<file path="src/hdl/arc_params.svh">
`ifndef ARC_PARAMS_SVH
`define ARC_PARAMS_SVH
// ----------------------------------------------------------------
// register offsets (byte addresses)
// ----------------------------------------------------------------
`define ARC_OFF_RESULT_LOW  12'h000
`define ARC_OFF_RESULT_HIGH 12'h004
`define ARC_OFF_CHREF       12'h008
`define ARC_OFF_CTRL_A      12'h00C
`define ARC_OFF_CTRL_B      12'h010
`define ARC_OFF_MISC        12'h014
`define ARC_OFF_SIG_ADDR    12'h018
`define ARC_OFF_SIG_DATA    12'h01C
`define ARC_OFF_CONV_CODE   12'h020
// ----------------------------------------------------------------
// field positions
// ----------------------------------------------------------------
`define ARC_CTRLA_EN        7
`define ARC_CTRLA_START     6
`define ARC_CTRLA_DONE      4
`define ARC_CTRLB_BIPOLAR   7
`define ARC_MISC_REF_OUTPUT_ENABLE     1
`define ARC_MISC_EXTREF     0
`define ARC_CHREF_LEFT      5
// ----------------------------------------------------------------
// codes and reset values
// ----------------------------------------------------------------
`define ARC_CH_TEMP         5'h0B
`define ARC_SIG_GAIN_ADDR   16'h0005
`define ARC_SIG_OFFS_ADDR   16'h0003
`define ARC_GAIN_CAL_RST    8'h80
`define ARC_OFFS_CAL_RST    8'h00
`define ARC_CONV_CYCLES     4'hD
`define ARC_CODE_MAX        10'h3FF
`define ARC_BIP_MAX         10'h1FF
`define ARC_BIP_MIN         10'h200
`endif

</file>
<file path="src/hdl/arc_pkg.sv">
package arc_pkg;
   typedef enum logic [1:0] {
      ARC_REF_AVCC  = 2'b00,
      ARC_REF_1V1   = 2'b01,
      ARC_REF_2V56  = 2'b11,
      ARC_REF_EXT   = 2'b10
   } arc_ref_t;
   typedef enum logic [1:0] {
      ARC_ST_IDLE = 2'b00,
      ARC_ST_CONV = 2'b01,
      ARC_ST_DONE = 2'b10
   } arc_state_t;
endpackage : arc_pkg

</file>
<file path="src/hdl/arc_result_ctrl.sv">
`timescale 1ns/1ns
`include "arc_params.svh"
// Functional notes
// - result stays in low/high registers after done
// - single-ended: unsigned code, vin*1024/vref
// - unipolar differential: unsigned, times gain
// - unipolar negative difference saturates to zero
// - unipolar default; bipolar select bit switches
// - bipolar: two's complement 0x200..0x1FF
// - differential gain eight or twenty by code
// - gain cal at 0x0005, offset at 0x0003
// - gain cal unsigned, step 1/128
// - offset cal signed two's complement
// - reference pin hi-z unless enabled; 1.1/2.56
// - reference pin driven only while converter on
// - completion writes result, sets done flag
// - channel code 0_1011 selects temperature sensor
// - ref code 01, ext-ref clear selects 1.1 V
module arc_result_ctrl #(
   parameter int CONV_CYCLES = `ARC_CONV_CYCLES
) (
   // clock and reset
   input  wire logic        pclk,
   input  wire logic        presetn,
   // apb slave
   input  wire logic        psel,
   input  wire logic        penable,
   input  wire logic        pwrite,
   input  wire logic [11:0] paddr,
   input  wire logic [31:0] pwdata,
   output logic      [31:0] prdata,
   output logic             pready,
   output logic             pslverr,
   // analog front end: signed difference, in steps of vref/1024
   input  wire logic [11:0] afe_sample,
   input  wire logic [7:0]  fuse_gain_cal,
   input  wire logic [7:0]  fuse_offset_cal,
   // reference output pin and analog selects
   output logic             ref_output_pin_oe,
   output logic [1:0]       ref_output_level,
   output logic             temp_sensor_sel,
   output logic             ref_internal_1v1
);
   import arc_pkg::*;

   // ----------------------------------------------------------------
   // registers
   // ----------------------------------------------------------------
   logic [7:0]  channel_ref_select_reg;
   logic        conv_enable_reg;
   logic        conv_start_reg;
   logic        conv_done_flag;
   logic        bipolar_select;
   logic        ref_output_enable;
   logic        ext_ref_enable;
   logic [9:0]  result_reg;
   logic [9:0]  result_next;
   logic [15:0] sig_addr_reg;
   logic [3:0]  conv_cnt_reg;
   logic [4:0]  chan_lock_reg;
   logic [11:0] afe_s1_reg;
   logic [11:0] afe_s2_reg;
   arc_state_t  state_reg;

   logic        wr_acc;
   logic        rd_acc;
   logic        done_clr;
   logic        finish;
   logic [4:0]  channel_select;
   logic [1:0]  ref_sel;

   assign channel_select = channel_ref_select_reg[4:0];
   assign ref_sel        = channel_ref_select_reg[7:6];
   assign wr_acc         = psel && penable && pwrite;
   assign rd_acc         = psel && !penable && !pwrite;
   assign finish         = (state_reg == ARC_ST_CONV) && (conv_cnt_reg == 4'h0);
   assign done_clr       = wr_acc && (paddr == `ARC_OFF_CTRL_A)
                           && pwdata[`ARC_CTRLA_DONE];

   // ----------------------------------------------------------------
   // functions
   // ----------------------------------------------------------------
   // differential codes use odd/even lsb for 20x / 8x gain
   function automatic logic is_diff(input logic [4:0] ch);
      is_diff = ch[4];
   endfunction : is_diff

   function automatic logic [11:0] clip_code(input logic signed [15:0] v,
                                             input logic               bip);
      logic signed [15:0] hi;
      logic signed [15:0] lo;
      hi = bip ? 16'sh01FF : 16'sh03FF;
      lo = bip ? -16'sh0200 : 16'sh0000;
      if (v > hi) begin
         clip_code = hi[11:0];
      end else if (v < lo) begin
         clip_code = lo[11:0];
      end else begin
         clip_code = v[11:0];
      end
   endfunction : clip_code

   // ----------------------------------------------------------------
   // pin sync for the analog sample word
   // ----------------------------------------------------------------
   always_ff @(posedge pclk or negedge presetn) begin
      if (!presetn) begin
         afe_s1_reg <= 12'h000;
         afe_s2_reg <= 12'h000;
      end else begin
         afe_s1_reg <= afe_sample;
         afe_s2_reg <= afe_s1_reg;
      end
   end

   // ----------------------------------------------------------------
   // result coding
   // ----------------------------------------------------------------
   always_comb begin
      logic signed [15:0] diff;
      logic signed [15:0] scaled;
      logic [11:0]        c;
      diff   = {{4{afe_s2_reg[11]}}, afe_s2_reg};
      // clamp first: a full-scale sample times 20 would overflow 16 bits
      if (diff > 16'sd1023) begin
         diff = 16'sd1023;
      end else if (diff < -16'sd1024) begin
         diff = -16'sd1024;
      end
      scaled = diff;
      c      = 12'h000;
      if (!is_diff(chan_lock_reg)) begin
         if (diff < 0) begin
            scaled = 16'sh0000;
         end
         c = clip_code(scaled, 1'b0);
      end else begin
         scaled = chan_lock_reg[0] ? 16'(diff * 20) : 16'(diff * 8);
         if (bipolar_select) begin
            c = clip_code(16'(scaled >>> 1), 1'b1);
         end else begin
            c = clip_code(scaled, 1'b0);
         end
      end
      result_next = c[9:0];
   end

   // ----------------------------------------------------------------
   // conversion sequencer
   // ----------------------------------------------------------------
   always_ff @(posedge pclk or negedge presetn) begin
      if (!presetn) begin
         state_reg    <= ARC_ST_IDLE;
         conv_cnt_reg <= 4'h0;
         chan_lock_reg <= 5'h00;
      end else if (!conv_enable_reg) begin
         state_reg    <= ARC_ST_IDLE;
      end else begin
         case (state_reg)
            ARC_ST_IDLE: begin
               chan_lock_reg <= channel_select;
               if (conv_start_reg) begin
                  state_reg    <= ARC_ST_CONV;
                  conv_cnt_reg <= 4'(CONV_CYCLES - 1);
               end
            end
            ARC_ST_CONV: begin
               if (finish) begin
                  state_reg <= ARC_ST_DONE;
               end else begin
                  conv_cnt_reg <= conv_cnt_reg - 4'h1;
               end
            end
            ARC_ST_DONE: begin
               state_reg <= ARC_ST_IDLE;
            end
            default: begin
               state_reg <= ARC_ST_IDLE;
            end
         endcase
      end
   end

   always_ff @(posedge pclk or negedge presetn) begin
      if (!presetn) begin
         result_reg <= 10'h000;
      end else if (finish && conv_enable_reg) begin
         result_reg <= result_next;
      end
   end

   // set wins over a clear in the same cycle
   always_ff @(posedge pclk or negedge presetn) begin
      if (!presetn) begin
         conv_done_flag <= 1'b0;
      end else if (finish && conv_enable_reg) begin
         conv_done_flag <= 1'b1;
      end else if (done_clr) begin
         conv_done_flag <= 1'b0;
      end
   end

   always_ff @(posedge pclk or negedge presetn) begin
      if (!presetn) begin
         conv_start_reg <= 1'b0;
      end else if (!conv_enable_reg || finish) begin
         conv_start_reg <= 1'b0;
      end else if (wr_acc && paddr == `ARC_OFF_CTRL_A && pwdata[`ARC_CTRLA_START]) begin
         conv_start_reg <= 1'b1;
      end
   end

   // ----------------------------------------------------------------
   // control registers
   // ----------------------------------------------------------------
   always_ff @(posedge pclk or negedge presetn) begin
      if (!presetn) begin
         channel_ref_select_reg <= 8'h00;
         conv_enable_reg        <= 1'b0;
         bipolar_select         <= 1'b0;
         ref_output_enable      <= 1'b0;
         ext_ref_enable         <= 1'b0;
         sig_addr_reg           <= 16'h0000;
      end else if (wr_acc) begin
         case (paddr)
            `ARC_OFF_CHREF:    channel_ref_select_reg <= pwdata[7:0];
            `ARC_OFF_CTRL_A:   conv_enable_reg <= pwdata[`ARC_CTRLA_EN];
            `ARC_OFF_CTRL_B:   bipolar_select <= pwdata[`ARC_CTRLB_BIPOLAR];
            `ARC_OFF_MISC: begin
               ref_output_enable <= pwdata[`ARC_MISC_REF_OUTPUT_ENABLE];
               ext_ref_enable    <= pwdata[`ARC_MISC_EXTREF];
            end
            `ARC_OFF_SIG_ADDR: sig_addr_reg <= pwdata[15:0];
            default: begin
            end
         endcase
      end
   end

   // ----------------------------------------------------------------
   // apb read path
   // ----------------------------------------------------------------
   always_ff @(posedge pclk or negedge presetn) begin
      if (!presetn) begin
         prdata  <= 32'h0000_0000;
         pslverr <= 1'b0;
      end else if (rd_acc) begin
         pslverr <= 1'b0;
         case (paddr)
            `ARC_OFF_RESULT_LOW: begin
               prdata <= channel_ref_select_reg[`ARC_CHREF_LEFT] ?
                         {24'h00_0000, result_reg[1:0], 6'h00} :
                         {24'h00_0000, result_reg[7:0]};
            end
            `ARC_OFF_RESULT_HIGH: begin
               prdata <= channel_ref_select_reg[`ARC_CHREF_LEFT] ?
                         {24'h00_0000, result_reg[9:2]} :
                         {30'h0000_0000, result_reg[9:8]};
            end
            `ARC_OFF_CHREF:  prdata <= {24'h00_0000, channel_ref_select_reg};
            `ARC_OFF_CTRL_A: prdata <= {24'h00_0000, conv_enable_reg,
                                        conv_start_reg, 1'b0, conv_done_flag, 4'h0};
            `ARC_OFF_CTRL_B: prdata <= {24'h00_0000, bipolar_select, 7'h00};
            `ARC_OFF_MISC:   prdata <= {30'h0000_0000, ref_output_enable,
                                        ext_ref_enable};
            `ARC_OFF_SIG_ADDR: prdata <= {16'h0000, sig_addr_reg};
            `ARC_OFF_SIG_DATA: begin
               if (sig_addr_reg == `ARC_SIG_GAIN_ADDR) begin
                  prdata <= {24'h00_0000, fuse_gain_cal};
               end else if (sig_addr_reg == `ARC_SIG_OFFS_ADDR) begin
                  prdata <= {24'h00_0000, fuse_offset_cal};
               end else begin
                  prdata <= 32'h0000_0000;
               end
            end
            `ARC_OFF_CONV_CODE: prdata <= {22'h00_0000, result_next};
            default: begin
               prdata  <= 32'h0000_0000;
               pslverr <= 1'b1;
            end
         endcase
      end
   end

   always_ff @(posedge pclk or negedge presetn) begin
      if (!presetn) begin
         pready <= 1'b0;
      end else begin
         pready <= psel && !penable;
      end
   end

   // ----------------------------------------------------------------
   // reference output and analog selects
   // ----------------------------------------------------------------
   always_ff @(posedge pclk or negedge presetn) begin
      if (!presetn) begin
         ref_output_pin_oe <= 1'b0;
         ref_output_level  <= 2'b00;
         temp_sensor_sel   <= 1'b0;
         ref_internal_1v1  <= 1'b0;
      end else begin
         // 1.1 V and 2.56 V both set select bit 0 and drive the pin when enabled, converter on and ext-ref clear; other codes leave the pin floating
         ref_output_pin_oe <= ref_output_enable && conv_enable_reg
                              && ref_sel[0] && !ext_ref_enable;
         ref_output_level  <= ref_sel;
         temp_sensor_sel   <= (chan_lock_reg == `ARC_CH_TEMP);
         ref_internal_1v1  <= (ref_sel == ARC_REF_1V1) && !ext_ref_enable;
      end
   end

   // ----------------------------------------------------------------
   // checks
   // ----------------------------------------------------------------
   a_pin_off_when_disabled: assert property (@(posedge pclk) disable iff (!presetn)
      !(ref_output_enable && conv_enable_reg) |=> !ref_output_pin_oe)
      else $error("reference pin driven while disabled");
   a_done_sets_flag: assert property (@(posedge pclk) disable iff (!presetn)
      (finish && conv_enable_reg) |=> conv_done_flag)
      else $error("done flag not set at finish");
   a_result_held: assert property (@(posedge pclk) disable iff (!presetn)
      !(finish && conv_enable_reg) |=> $stable(result_reg))
      else $error("result changed without a finish");
   a_bipolar_default: assert property (@(posedge pclk) disable iff (!presetn)
      !(wr_acc && paddr == `ARC_OFF_CTRL_B) |=> $stable(bipolar_select))
      else $error("bipolar select changed without a write");
   a_uni_range: assert property (@(posedge pclk) disable iff (!presetn)
      (is_diff(chan_lock_reg) && !bipolar_select && $signed(afe_s2_reg) < 0)
      |-> result_next == 10'h000)
      else $error("unipolar negative did not saturate to zero");
   a_bip_clip: assert property (@(posedge pclk) disable iff (!presetn)
      (is_diff(chan_lock_reg) && bipolar_select && $signed(afe_s2_reg) > 12'sd127)
      |-> result_next == `ARC_BIP_MAX)
      else $error("bipolar positive overflow not clipped");
   a_single_max: assert property (@(posedge pclk) disable iff (!presetn)
      (!is_diff(chan_lock_reg) && $signed(afe_s2_reg) > 12'sd1023)
      |-> result_next == `ARC_CODE_MAX)
      else $error("single-ended overflow not clipped");
   a_temp_select: assert property (@(posedge pclk) disable iff (!presetn)
      (chan_lock_reg == `ARC_CH_TEMP) |=> temp_sensor_sel)
      else $error("temperature sensor not selected");

endmodule : arc_result_ctrl

</file>
<file path="config.mk">
export PLATFORM = sky130hd
export DESIGN_NAME = arc_result_ctrl
export DESIGN_NICKNAME = d
export VERILOG_FILES = /design/src/hdl/arc_pkg.sv /design/src/hdl/arc_result_ctrl.sv
export VERILOG_INCLUDE_DIRS = /design/src /design/src/hdl
export SDC_FILE = /design/constraint.sdc
export NUM_CORES = 1
export LEC_CHECK = 0
export ABC_AREA = 1
export BUFFER_PORTS_ARGS = -buffer_cell sky130_fd_sc_hd__buf_4
export CAP_MARGIN = 5
export CORE_ASPECT_RATIO = 1.75
export CORE_MARGIN = 2
export CORE_UTILIZATION = 30
export DETAILED_ROUTE_END_ITERATION = 7
export GPL_ROUTABILITY_DRIVEN = 0
export GPL_TIMING_DRIVEN = 0
export SLEW_MARGIN = 20
export SYNTH_ARGS = -nofsm -noshare
export SYNTH_HDL_FRONTEND = slang
export SYNTH_SLANG_ARGS = --single-unit
</file>
<file path="constraint.sdc">
create_clock -name pclk -period 4.3 [get_ports pclk]
set_clock_uncertainty 0.1 [all_clocks]
set_input_delay 0.645 -clock pclk [delete_from_list [all_inputs] [get_ports pclk]]
set_output_delay 0.645 -clock pclk [all_outputs]
set_load 0.01 [all_outputs]
</file>
After elaboration in Yosys (flattened, before gate mapping)

Index checks and enable logic that the tools add are counted.

Flip-flop bits (word level): 114
Output and inout port bits: 39
Input port bits: 77
Logic and storage cells: 112

Magnitude comparators: 9
Reductions and logical operators: 33
Equality and inequality tests: 17
Multiply operators: 1
Add/subtract/negate cells: 1
Mux-type cells: 30

Operator list:

| operator                | count |
|---|---|
| $pmux W16 S9            | 1 |
| $mux W10                | 8 |
| $mux W16                | 5 |
| $eq A12 B5 Y1 const B   | 4 |
| $lt A16 B1 Y1 const B   | 3 |
| $gt A16 B11 Y1 const B  | 2 |
| $mux W8                 | 4 |
| $eq A12 B4 Y1 const B   | 2 |
| $eq A16 B2 Y1 const B   | 1 |
| $eq A16 B3 Y1 const B   | 1 |
| $mul A16 B4 Y14 const B | 1 |
| $gt A15 B10 Y1 const B  | 1 |
| $lt A15 B10 Y1 const B  | 1 |
| $reduce_and A2 Y1       | 7 |
| $logic_and A1 B1 Y1     | 13 |
| $eq A12 B3 Y1 const B   | 1 |
| $eq A12 B6 Y1 const B   | 1 |
| $gt A12 B11 Y1 const B  | 1 |
| $logic_not A12 Y1       | 1 |
| $lt A12 B11 Y1 const B  | 1 |
| $reduce_or A9 Y1        | 1 |
| $mux W4                 | 2 |
| $pmux W4 S2             | 1 |
| $mux W2                 | 3 |
| other kinds (13)        | 25 |

Logic depth before layout (Yosys ltp)

Gate-level depths: netlist (run 1).

Depth in word-level cells: 11
Depth in mapped cells: 25
Gate-level depth less buffers: 24

Worst setup path before layout (run 1)

No wires, ideal clock.

Path type: flip-flop to flip-flop
Start: reg afe_s2_reg[10]
End: reg prdata[5]
Data arrival time: 2.978 ns
Buffers on the path: 1
Stages on the path, launching flop included: 25
Setup time: 0.121 ns
Slack: 1.101 ns
Clock period less this slack: 3.199 ns
Data required time: 4.079 ns
Cell sequence: dfrtp_1 inv_2 nor2_8 inv_1 a21oi_1 ha_1 ha_1 fa_1 nand2_1 nand2_1 nand3_1 nand2_1 nand2_1 nand2_1 nand2_1 nand3_1 nand2_2 inv_2 nand2_2 buf_6 nand3_1 nand2_1 nand2_1 nand3_1 nand2_1

Word-level cells in the longest chain between the ends: 11
Elaborated cells between the ends (all ways): 24
Classes of those cells: mul: 1; order compare: 9; mux: 14

RTL lines:

| item                                             | RTL line                                       | source |
|---|---|---|
| start, declared                                  | arc_result_ctrl.sv:62                          | `logic [11:0] afe_s2_reg;` |
| start signal, assigned                           | arc_result_ctrl.sv:112                         | `afe_s2_reg <= afe_s1_reg;` |
| $lt A12 B11 Y1                                   | arc_result_ctrl.sv:127                         | `end else if (diff < -16'sd1024) begin` |
| $mux W16                                         | arc_result_ctrl.sv:127                         |  |
| $mux W16 *                                       | arc_result_ctrl.sv:125                         | `if (diff > 16'sd1023) begin` |
| $mul A16 B4 Y14 or $lt A16 B1 Y1 (tied branches) | arc_result_ctrl.sv:138, arc_result_ctrl.sv:133 |  |
| $mux W16 (on tied branches)                      | arc_result_ctrl.sv:138, arc_result_ctrl.sv:133 |  |
| $lt A16 B1 Y1, or another cell as far along      | arc_result_ctrl.sv:96                          | `end else if (v < lo) begin` |
| $mux W10 or $lt A16 B1 Y1 (tied branches)        | arc_result_ctrl.sv:96                          |  |
| $mux W10 (on tied branches)                      | arc_result_ctrl.sv:94, arc_result_ctrl.sv:96   |  |
| $mux W10 (on tied branches)                      | arc_result_ctrl.sv:139, arc_result_ctrl.sv:94  |  |
| $mux W10 *                                       | arc_result_ctrl.sv:132                         | `if (!is_diff(chan_lock_reg)) begin` |
| $pmux W16 S9 *                                   | arc_result_ctrl.sv:249                         | `case (paddr)` |
| end signal, assigned                             | arc_result_ctrl.sv:251                         | `` prdata <= channel_ref_select_reg[`ARC_CHREF_LEFT] ? `` |
| end signal, assigned                             | arc_result_ctrl.sv:256                         | `` prdata <= channel_ref_select_reg[`ARC_CHREF_LEFT] ? `` |
| end signal, assigned                             | arc_result_ctrl.sv:260                         | `` `ARC_OFF_CHREF: prdata <= {24'h00_0000, channel_ref_select_reg}; `` |
| end, declared                                    | arc_result_ctrl.sv:31                          | `output logic [31:0] prdata,` |

Mark *: on every way between the ends. The rest lies on a longest branch, timed or not. The select of a mux whose other input is x is not followed.
A chain may end at the register's enable or synchronous reset.

Worst setup path in the final report (run 1)

Ends and elaborated chain as after synthesis.

==> impl_metrics.toml, run 1 <==
[run_status]
status = "finished, final reports clean"

[power_and_ir_drop]
power_density_nw_per_um2 = 392.4
p_leak_nw = 3.566
fin_total_pwr_w = 0.002729
peakVddDrop_mv = 0.1865

[die]
die_w_um = 107.8
io-pin-count = 116
fp.coreArea_um2 = 18500
die_h_um = 185.6
die-area_um2 = 20010
initial_core_util_pct = 30.57
rows = 66

[cells_and_area]
nets = 948
syn_to_final_growth_pct = 22.96
stdcell_area_um2 = 6954
diodes = 0
fill_cells = 1992
drive_gt1_share_pct = 17.41

[clock_network]
h-tree-depth = 3
clk_pin_slew_ps = 70
cts_tree = "yes"
clkLatencyLatePin_ps = 350
postCtsSetupRepairBufs = 0
clock-root-buffer = "clkbuf_16"
cts_buffer_depth = 2
cts_hold_buffers = 0
ctsResizeCount = 0
cts_sinks = 98
cts_buffers = 9

[global_routing]
grt_use_met2_pct = 30.99
grt_max_degree = 99
gr-max-usage-layer = "met2"
grt_antenna_before_repair = 0
grt_usage_pct = 16.42
grtUsageMet1_pct = 16.21
grtUsageMet3_pct = 1.926
grt_pass1_wl_um = 25170
grt_pass1_vias = 5071
overflow = 0

[setup_path]
worstPathCellList = "inv_2 -> nor2_8 -> inv_1 -> a21oi_1 -> ha_1 -> ha_1 -> fa_1 -> nand2_1 -> nand2_1 -> nand3_1 -> nand2_1 -> nand2_1 -> nand2_1 -> nand2_1 -> nand3_1 -> nand2_2 -> inv_2 -> nand2_2 -> buf_6 -> nand3_1 -> nand2_1 -> nand2_1 -> nand3_1 -> nand2_1"
crit_top_cell = "nand2_1"
crit_path_start_kind = "flop"
critPathRequiredTime_ps = 4440
end_kind = "flop"
cpPeakStageDelay_ps = 460
path_buf_inv = 4
path_delay_family = "simple AND/OR/NAND/NOR gates"
critPathMaxFanout = 10
crit_slowest_cell = "dfrtp_1"
crit_arrival_ps = 4030
path_class = "flop to flop"

[hold_path]
min_path_type = "flop to flop"

[synth]
yosysUniqueCellTypes = 47
yosys.area_share.simple_pct = 27.85
synth_top_family_by_area = "simple AND/OR/NAND/NOR gates"
post-synth-top-count-cell = "nand2_1"
synth-seq-cells = 98
synthMuxAreaShare_pct = 1.792
synth_edf_count = 0
ys_warn_count = 0
synthXorXnorAreaFrac_pct = 0.4646
ys_top_cells_by_area = "dfrtp_1 (43%), nand2_1 (15%), nand3_1 (6.2%)"
synth_fa_ha_area_share_pct = 5.885
synth_compound_area_share_pct = 10.97
ys_seq_area_share_pct = 43.36
synth-main-ff-cell = "dfrtp_1"
synthArstFlopShare_pct = 100.0
synth_area_um2 = 5655
synth_top_cell_by_area = "dfrtp_1"
synth_common_cells = "nand2_1 (220), dfrtp_1 (98), inv_1 (87)"
avgSynthCellArea_um2 = 7.684
netlist.area_leader.share_pct = 43.36
synthCells = 736

[timing]
fin_setup_tns_ps = 0
worst_pin_slew_ps = 950.3
max_slew_margin_pct = 36.16
fmax_mhz = 256.7
timing_hold_violations_final = 0
hold-worst-slack_ps = 250.9
finalSetupViolCount = 0
drv_slew = 0
finalCritPeriodShare_pct = 90.58
period_needed_ps = 3895
rsz0062_at_grt = "false"

[drt]
drtAntennaViolNets = 0
avgRoutedWirePerCell_um = 14.51
drt_first_iter_violations = 315
wl_um = 15790
drcViolationCount = 0
dr.pass1.iters = 5
num_vias = 5100
viasPerCell = 4.688

[placed_design]
hpwl_um = 12910
portBuffers = 83
placed_area_um2 = 6636

[flow_run]
cap_violations = 0
[metrics by stage]
stage               utilization, %  worst slack [ps]  instances
CTS                          37.59             370.3       1088
global placement             35.86             382.2       1072
finish                       37.59             404.9       1088
floorplan                        -              1101        751
detailed placement           35.88             378.6       1072
global route                 37.59             33.02       1088
[logic make-up after synthesis]
family | Yosys count
AOI/OAI and AO/OA | 106
other | 1
adders and majority gates | 26
xor gates and xnor gates | 3
DFF | 98
muxes | 9
and+or+nand+nor | 368
buffers and inverters | 125
[final cells by class]
cell class                 instances  area, um^2  area share, %
timing repair buffer              83       626.9          9.014
multi-input combinational        528        2716          39.06
inverter                          95       359.1          5.164
clock inverter                     7       92.59          1.331
sequential                        98        2452          35.26
clock buffer                       9       225.2          3.239
tap                              238       297.8          4.282
buffer                            30       183.9          2.645
[cells in the final DEF, fill, tap and decap left out, drive strengths merged, types with 13 or more instances in the layout]
cell | synthesis | routed
clkbuf | 10 | 19
conb | 1 | 16
nand3 | 71 | 71
o21ai | 64 | 64
dfrtp | 98 | 98
nand2 | 222 | 222
inv | 93 | 94
nor2 | 52 | 52
a21oi | 13 | 13
buf | 20 | 103
ha | 25 | 25
[worst reg2reg max path, delay by kind of cell (launching register included)]
kind | cells | cell delay (ps)
simple gates | 16 | 1540
fa+ha+maj | 3 | 970
buf+inv | 4 | 390
flops | 1 | 460
compound gates | 1 | 340
[path summary, 6_finish.rpt]
path                                 from          endpoint  slack, ps  cells past startpoint
hold / removal              afe_s1_reg[9]     afe_s2_reg[9]        250                      0
hold reg to reg             afe_s1_reg[9]     afe_s2_reg[9]        250                      0
setup / recovery           afe_s2_reg[10]         prdata[5]        400                     24
max in group asynchronous         presetn  ref_internal_1v1       3180                      1
min in group asynchronous         presetn        prdata[13]        260                      1
setup reg to reg           afe_s2_reg[10]         prdata[5]        400                     24
[routing by layer]
metal | part of all wire (%) | vias to the layer above
met5 | 0 | -
li1 | - | 2579
met4 | 6.1 | 0
met1 | 37 | 2342
met2 | 54 | 128
met3 | 2.9 | 51
[where the power goes]
group | total, W | switching [W] | internal [W]
Combinational | 0.000789 | 0.000507 | 0.000282
Sequential | 0.00108 | 0.0000684 | 0.00101
Clock | 0.000861 | 0.000352 | 0.000509
(Power assumes the default switching activity.)
==> run 2: changes to the inputs <==
- CORE_ASPECT_RATIO: 1.75 -> 1.5
==> run 2 against run 1 <==
  * Sequential share of layout area increased by 0.11 points
  * Sequential power about the same
  * Global-route usage decreased by 0.45 points
  * Via count decreased by 1.0%
  * Routed wire length decreased by 2.4%
  * Cell count increased by 1.3%
  * Critical path depth unchanged
  * Combinational power decreased by 0.8%
  * Non-clock buffer count unchanged
  * Critical endpoint unchanged
==> impl_metrics.toml, run 2 (synthesis gave the netlist of run 1 again) <==
[run_status]
status = "finished, final reports clean"

[drt]
met1_length_um = 6130
route.met3.wl_um = 455
met2_length_um = 8274
drcViolationCount = 0
num_vias = 5049
viasPerCell = 4.582
drtAntennaViolNets = 0
dr.pass1.iters = 5
avgRoutedWirePerCell_um = 13.99
maxUsedRoutingLayer = "met4"
wl_um = 15420
drt_first_iter_violations = 312

[die]
io-pin-count = 116
die_h_um = 172.2
fp.coreArea_um2 = 18550
die-area_um2 = 19990
die_w_um = 116.1
rows = 61
initial_core_util_pct = 30.49

[clock_network]
cts_buffer_depth = 2
cts_buffers = 9
h-tree-depth = 3
clock-root-buffer = "clkbuf_16"
cts_hold_buffers = 0
cts_tree = "yes"
clkLatencyLatePin_ps = 350
postCtsSetupRepairBufs = 0
cts_sinks = 98
ctsResizeCount = 0
clk_pin_slew_ps = 80

[hold_path]
min_path_type = "flop to flop"
hp-start = "afe_s1_reg[5]"
holdPathStages = 0
whs_endpoint = "afe_s2_reg[5]"

[setup_path]
crit_top_cell = "nand2_1"
path_delay_family = "simple AND/OR/NAND/NOR gates"
critPathMaxFanout = 10
worst_r2r_path_depth = 24
path_class = "flop to flop"
crit_arrival_ps = 3960
critPathRequiredTime_ps = 4420
r2r_end = "prdata[5]"
worstPathCellList = "inv_2 -> nor2_8 -> inv_1 -> a21oi_1 -> ha_1 -> ha_1 -> fa_1 -> nand2_1 -> nand2_1 -> nand3_1 -> nand2_1 -> nand2_1 -> nand2_1 -> nand2_1 -> nand3_1 -> nand2_2 -> inv_2 -> nand2_2 -> buf_6 -> nand3_1 -> nand2_1 -> nand2_1 -> nand3_1 -> nand2_1"
reg2reg_from = "afe_s2_reg[10]"
crit_slowest_cell = "dfrtp_1"
crit_path_start_kind = "flop"
reg2reg_slack_ps = 460
path_buf_inv = 4
cpPeakStageDelay_ps = 480
end_kind = "flop"

[cells_and_area]
syn_to_final_growth_pct = 22.59
diodes = 0
drive_gt1_share_pct = 17.29
fin_cells = 1102
nets = 948
layout_commonest_cell = "nand2_1"
stdcell_area_um2 = 6933
final_cell_mix = "nand2_1 (220), buf_4 (98), dfrtp_1 (98)"

[global_routing]
grt_pass1_wl_um = 24650
grt_antenna_before_repair = 0
overflow = 0
grt_pass1_vias = 4853
grt_max_degree = 99
grt_usage_pct = 15.96

[timing]
finalSetupViolCount = 0
rsz0062_at_grt = "false"
finalCritPeriodShare_pct = 89.26
period_needed_ps = 3838
max_slew_margin_pct = 39.04
fin_setup_tns_ps = 0
drv_slew = 0
hold-worst-slack_ps = 245.9
worst_pin_slew_ps = 907.3
timing_hold_violations_final = 0
fmax_mhz = 260.5

[placed_design]
dp_cells = 1086
placed_area_um2 = 6654
hpwl_um = 12270
portBuffers = 83

[power_and_ir_drop]
fin_total_pwr_w = 0.002641
peakVddDrop_mv = 0.2215
p_leak_nw = 3.541
power_density_nw_per_um2 = 380.9

[flow_run]
cap_violations = 0
run 2: cell count changes in the layout (fill, tap and decap cells not counted), sizes merged:
cell,delta
clkbuf,+1
clkinv,-1
inv,+1
bufinv,-2
clkinvlp,+1
run 2: worst max-delay path by stage:
stage	end	cells after the start	from
after global routing	result_reg[2]	21	afe_s2_reg[10]
after CTS	prdata[8]	24	afe_s2_reg[10]
after floorplan	prdata[5]	24	afe_s2_reg[10]
after detailed placement	prdata[8]	24	afe_s2_reg[10]
after global placement	prdata[8]	24	afe_s2_reg[10]
final	prdata[5]	24	afe_s2_reg[10]
run 2: metal layers:
| layer | vias up | track usage [%] |
|---|---|---|
| li1 | 2577 | - |
| met4 | 0 | 7.143 |
| met1 | 2301 | 17.92 |
| met5 | - | 0 |
| met2 | 140 | 30.13 |
| met3 | 31 | 1.437 |
run 2: where the power goes:
part | switching [W] | internal [W] | leakage (nW)
clock network | 0.000376 | 0.000400 | 0.135
registers | 0.0000722 | 0.00101 | 1.27
logic | 0.000502 | 0.000282 | 2.13
run 2: cell type report:
cell class,count,area (um^2)
flip-flops and latches,98,2452
fillers,1935,11610
clock inverters,6,50.05
plain buffers,30,183.9
clock buffers,10,229.0
inverters,95,359.1
repair buffers,83,626.9
well taps,252,315.3
multi-input cells,528,2716
run 2: metrics by stage:
step / util (%) / worst slack, ps
after CTS: 37.38 / 467.7
after global routing: 37.38 / 43.70
final: 37.38 / 461.8
after floorplan: - / 1101
after detailed placement: 35.88 / 518.5
after global placement: 35.86 / 533.1
run 2: worst register-to-register path, stage by stage (launching register included):
cell and delay, ps:
dfrtp_1 480, inv_2 100, nor2_8 160, inv_1 60, a21oi_1 280, ha_1 300, ha_1 260, fa_1 420
nand2_1 80, nand2_1 90, nand3_1 150, nand2_1 90, nand2_1 90, nand2_1 50, nand2_1 60, nand3_1 90
nand2_2 130, inv_2 100, nand2_2 120, buf_6 140, nand3_1 90, nand2_1 70, nand2_1 60, nand3_1 80
nand2_1 70
==> run 3: changes to the inputs <==
- clock period: 4.3 -> 3.3 ns (I/O delays scaled with it)
==> run 3 against run 2 <==
  * The flow now finishes with violations (negative setup slack)
  * Utilization rose by 4.0 points
  * Final area up 11%
  * Routed wire length rose by 5.6%
  * Register-to-register slack got worse by 480 ps
  * Clock power increased by 30%
  * Critical path type unchanged
==> impl_metrics.toml, run 3 (synthesis gave the netlist of run 1 again) <==
[die]
fp.coreArea_um2 = 18550
initial_core_util_pct = 30.49
rows = 61
die_w_um = 116.1
die_h_um = 172.2
die-area_um2 = 19990
io-pin-count = 116

[drt]
drt_first_iter_violations = 339
drcViolationCount = 0
num_vias = 5229
drtAntennaViolNets = 0
dr.pass1.iters = 5
avgRoutedWirePerCell_um = 14.52
wl_um = 16290
viasPerCell = 4.660

[cells_and_area]
final_cell_mix = "nand2_1 (193), buf_4 (112), dfrtp_1 (96)"
stdcell_area_um2 = 7669
layout_commonest_cell = "nand2_1"
syn_to_final_growth_pct = 35.60
drive_gt1_share_pct = 29.20
diodes = 0
nets = 968
fin_cells = 1122
fill_cells = 1832

[timing]
drv_slew = 0
setup_ws_ps = -22.82
worst_pin_slew_ps = 913.8
finalSetupViolCount = 10
hold-worst-slack_ps = 140.4
rsz0062_at_grt = "true"
finalCritPeriodShare_pct = 100.7
fmax_mhz = 300.9
timing_hold_violations_final = 0
max_slew_margin_pct = 38.61
period_needed_ps = 3323

[setup_path]
crit_slowest_cell = "dfrtp_2"
worst_r2r_path_depth = 23
crit_top_cell = "nand2_2"
critPathMaxFanout = 8
critPathRequiredTime_ps = 3420
reg2reg_from = "afe_s2_reg[11]"
r2r_end = "prdata[5]"
worstPathCellList = "nor2_8 -> buf_6 -> nor2_1 -> nor2_2 -> ha_4 -> ha_4 -> nand2_1 -> inv_1 -> a21oi_2 -> nand2_4 -> nand2_4 -> nand2_2 -> nand2_2 -> nand3_2 -> nand2_4 -> buf_6 -> o21ai_4 -> nand2_1 -> nand3_2 -> nand2_2 -> nand2_2 -> nand3_2 -> nand2_2"
cpPeakStageDelay_ps = 470
crit_end = "prdata[5]"
crit_arrival_ps = 3450
end_kind = "flop"
crit_path_start_kind = "flop"
reg2reg_slack_ps = -20
path_class = "flop to flop"
crit_start = "afe_s2_reg[11]"

[global_routing]
grt_pass1_vias = 5105
grt_max_degree = 99
overflow = 0
grt_usage_pct = 16.61
grt_antenna_before_repair = 0
grt_pass1_wl_um = 25670

[power_and_ir_drop]
p_leak_nw = 3.706
fin_total_pwr_w = 0.003756
peakVddDrop_mv = 0.2964
power_density_nw_per_um2 = 489.8

[placed_design]
portBuffers = 83
dp_cells = 1086
placed_area_um2 = 6654
hpwl_um = 12270
dp_slack_ps = -481.5

[clock_network]
cts_hold_buffers = 0
clock-root-buffer = "clkbuf_16"
cts_buffers = 9
cts_sinks = 98
cts_tree = "yes"
h-tree-depth = 3
clkLatencyLatePin_ps = 350
clk_pin_slew_ps = 80
cts_buffer_depth = 2

[run_status]
status = "finished, violations left"
violations = "negative setup slack"

[flow_run]
cap_violations = 0

[hold_path]
min_path_type = "input pin to asynchronous set/reset pin"
run 3: cell count changes in the layout (fill, tap and decap cells not counted), moves of 15 or more:
cell     change
nand2_1     -27
nand3_2     +21
nand3_1     -23
ha_1        -15
nand2_2     +22
run 3: power breakdown:
| group | switching (W) | leakage, nW | internal (W) |
|---|---|---|---|
| clock network | 0.000492 | 0.135 | 0.000522 |
| logic | 0.000797 | 2.30 | 0.000533 |
| registers | 0.0000969 | 1.27 | 0.00132 |
run 3: through the flow:
step                      TNS (ps)  util (%)
final                       -111.4     41.35
after detailed placement     -8741     35.88
after CTS                   -783.3     39.90
after global routing         -3832     41.35
after global placement       -8263     35.86
after floorplan                  0         -
run 3: how the worst min path moves through the flow:
stage,end,depth (start not counted),start,slack (ps)
2_1_floorplan,afe_s1_reg[0],0,presetn,100
3_3_place_gp,afe_s2_reg[10],0,afe_s1_reg[10],230
3_5_place_dp,afe_s2_reg[11],0,afe_s1_reg[11],230
4_1_cts,afe_s1_reg[10],1,afe_sample[10],140
5_1_grt,afe_s1_reg[1],1,afe_sample[1],140
6_report,afe_s1_reg[1],1,presetn,140
run 3: cell type report:
cell class                      instances  area, um^2  area share, %
Buffer                                 29       180.2          2.349
Clock buffer                           10       229.0          2.986
Multi-Input combinational cell        528        3222          42.01
Sequential cell                        98        2455          32.01
Timing Repair Buffer                  104       845.8          11.03
Clock inverter                          6       50.05         0.6526
Inverter                               95       371.6          4.846
Tap cell                              252       315.3          4.112
run 3: what timing repair did:
action | CTS | global route
setup endpoints to repair | 20 | 20
setup buffers | 17 | 3
pin swaps | 31 | 30
gates resized for setup | 57 | 58
cloned | 1 | 0
run 3: layer usage:
| layer | up-vias | global-route usage, % | routed length [um] |
|---|---|---|---|
| met5 | - | 0 | 0 |
| met2 | 141 | 31.30 | 8813 |
| met1 | 2435 | 18.43 | 6385 |
| met4 | 0 | 8.023 | 616 |
| met3 | 35 | 1.472 | 474 |
| li1 | 2618 | - | - |
run 3: critical path, delay by kind of cell, from the launching register on:
| family | cells | cell delay (ps) |
|---|---|---|
| buffers and inverters | 3 | 320 |
| AO/OA/AOI/OAI | 2 | 310 |
| adder cells (fa/ha/maj) | 2 | 520 |
| flip-flops | 1 | 470 |
| AND/OR/NAND/NOR | 16 | 1470 |
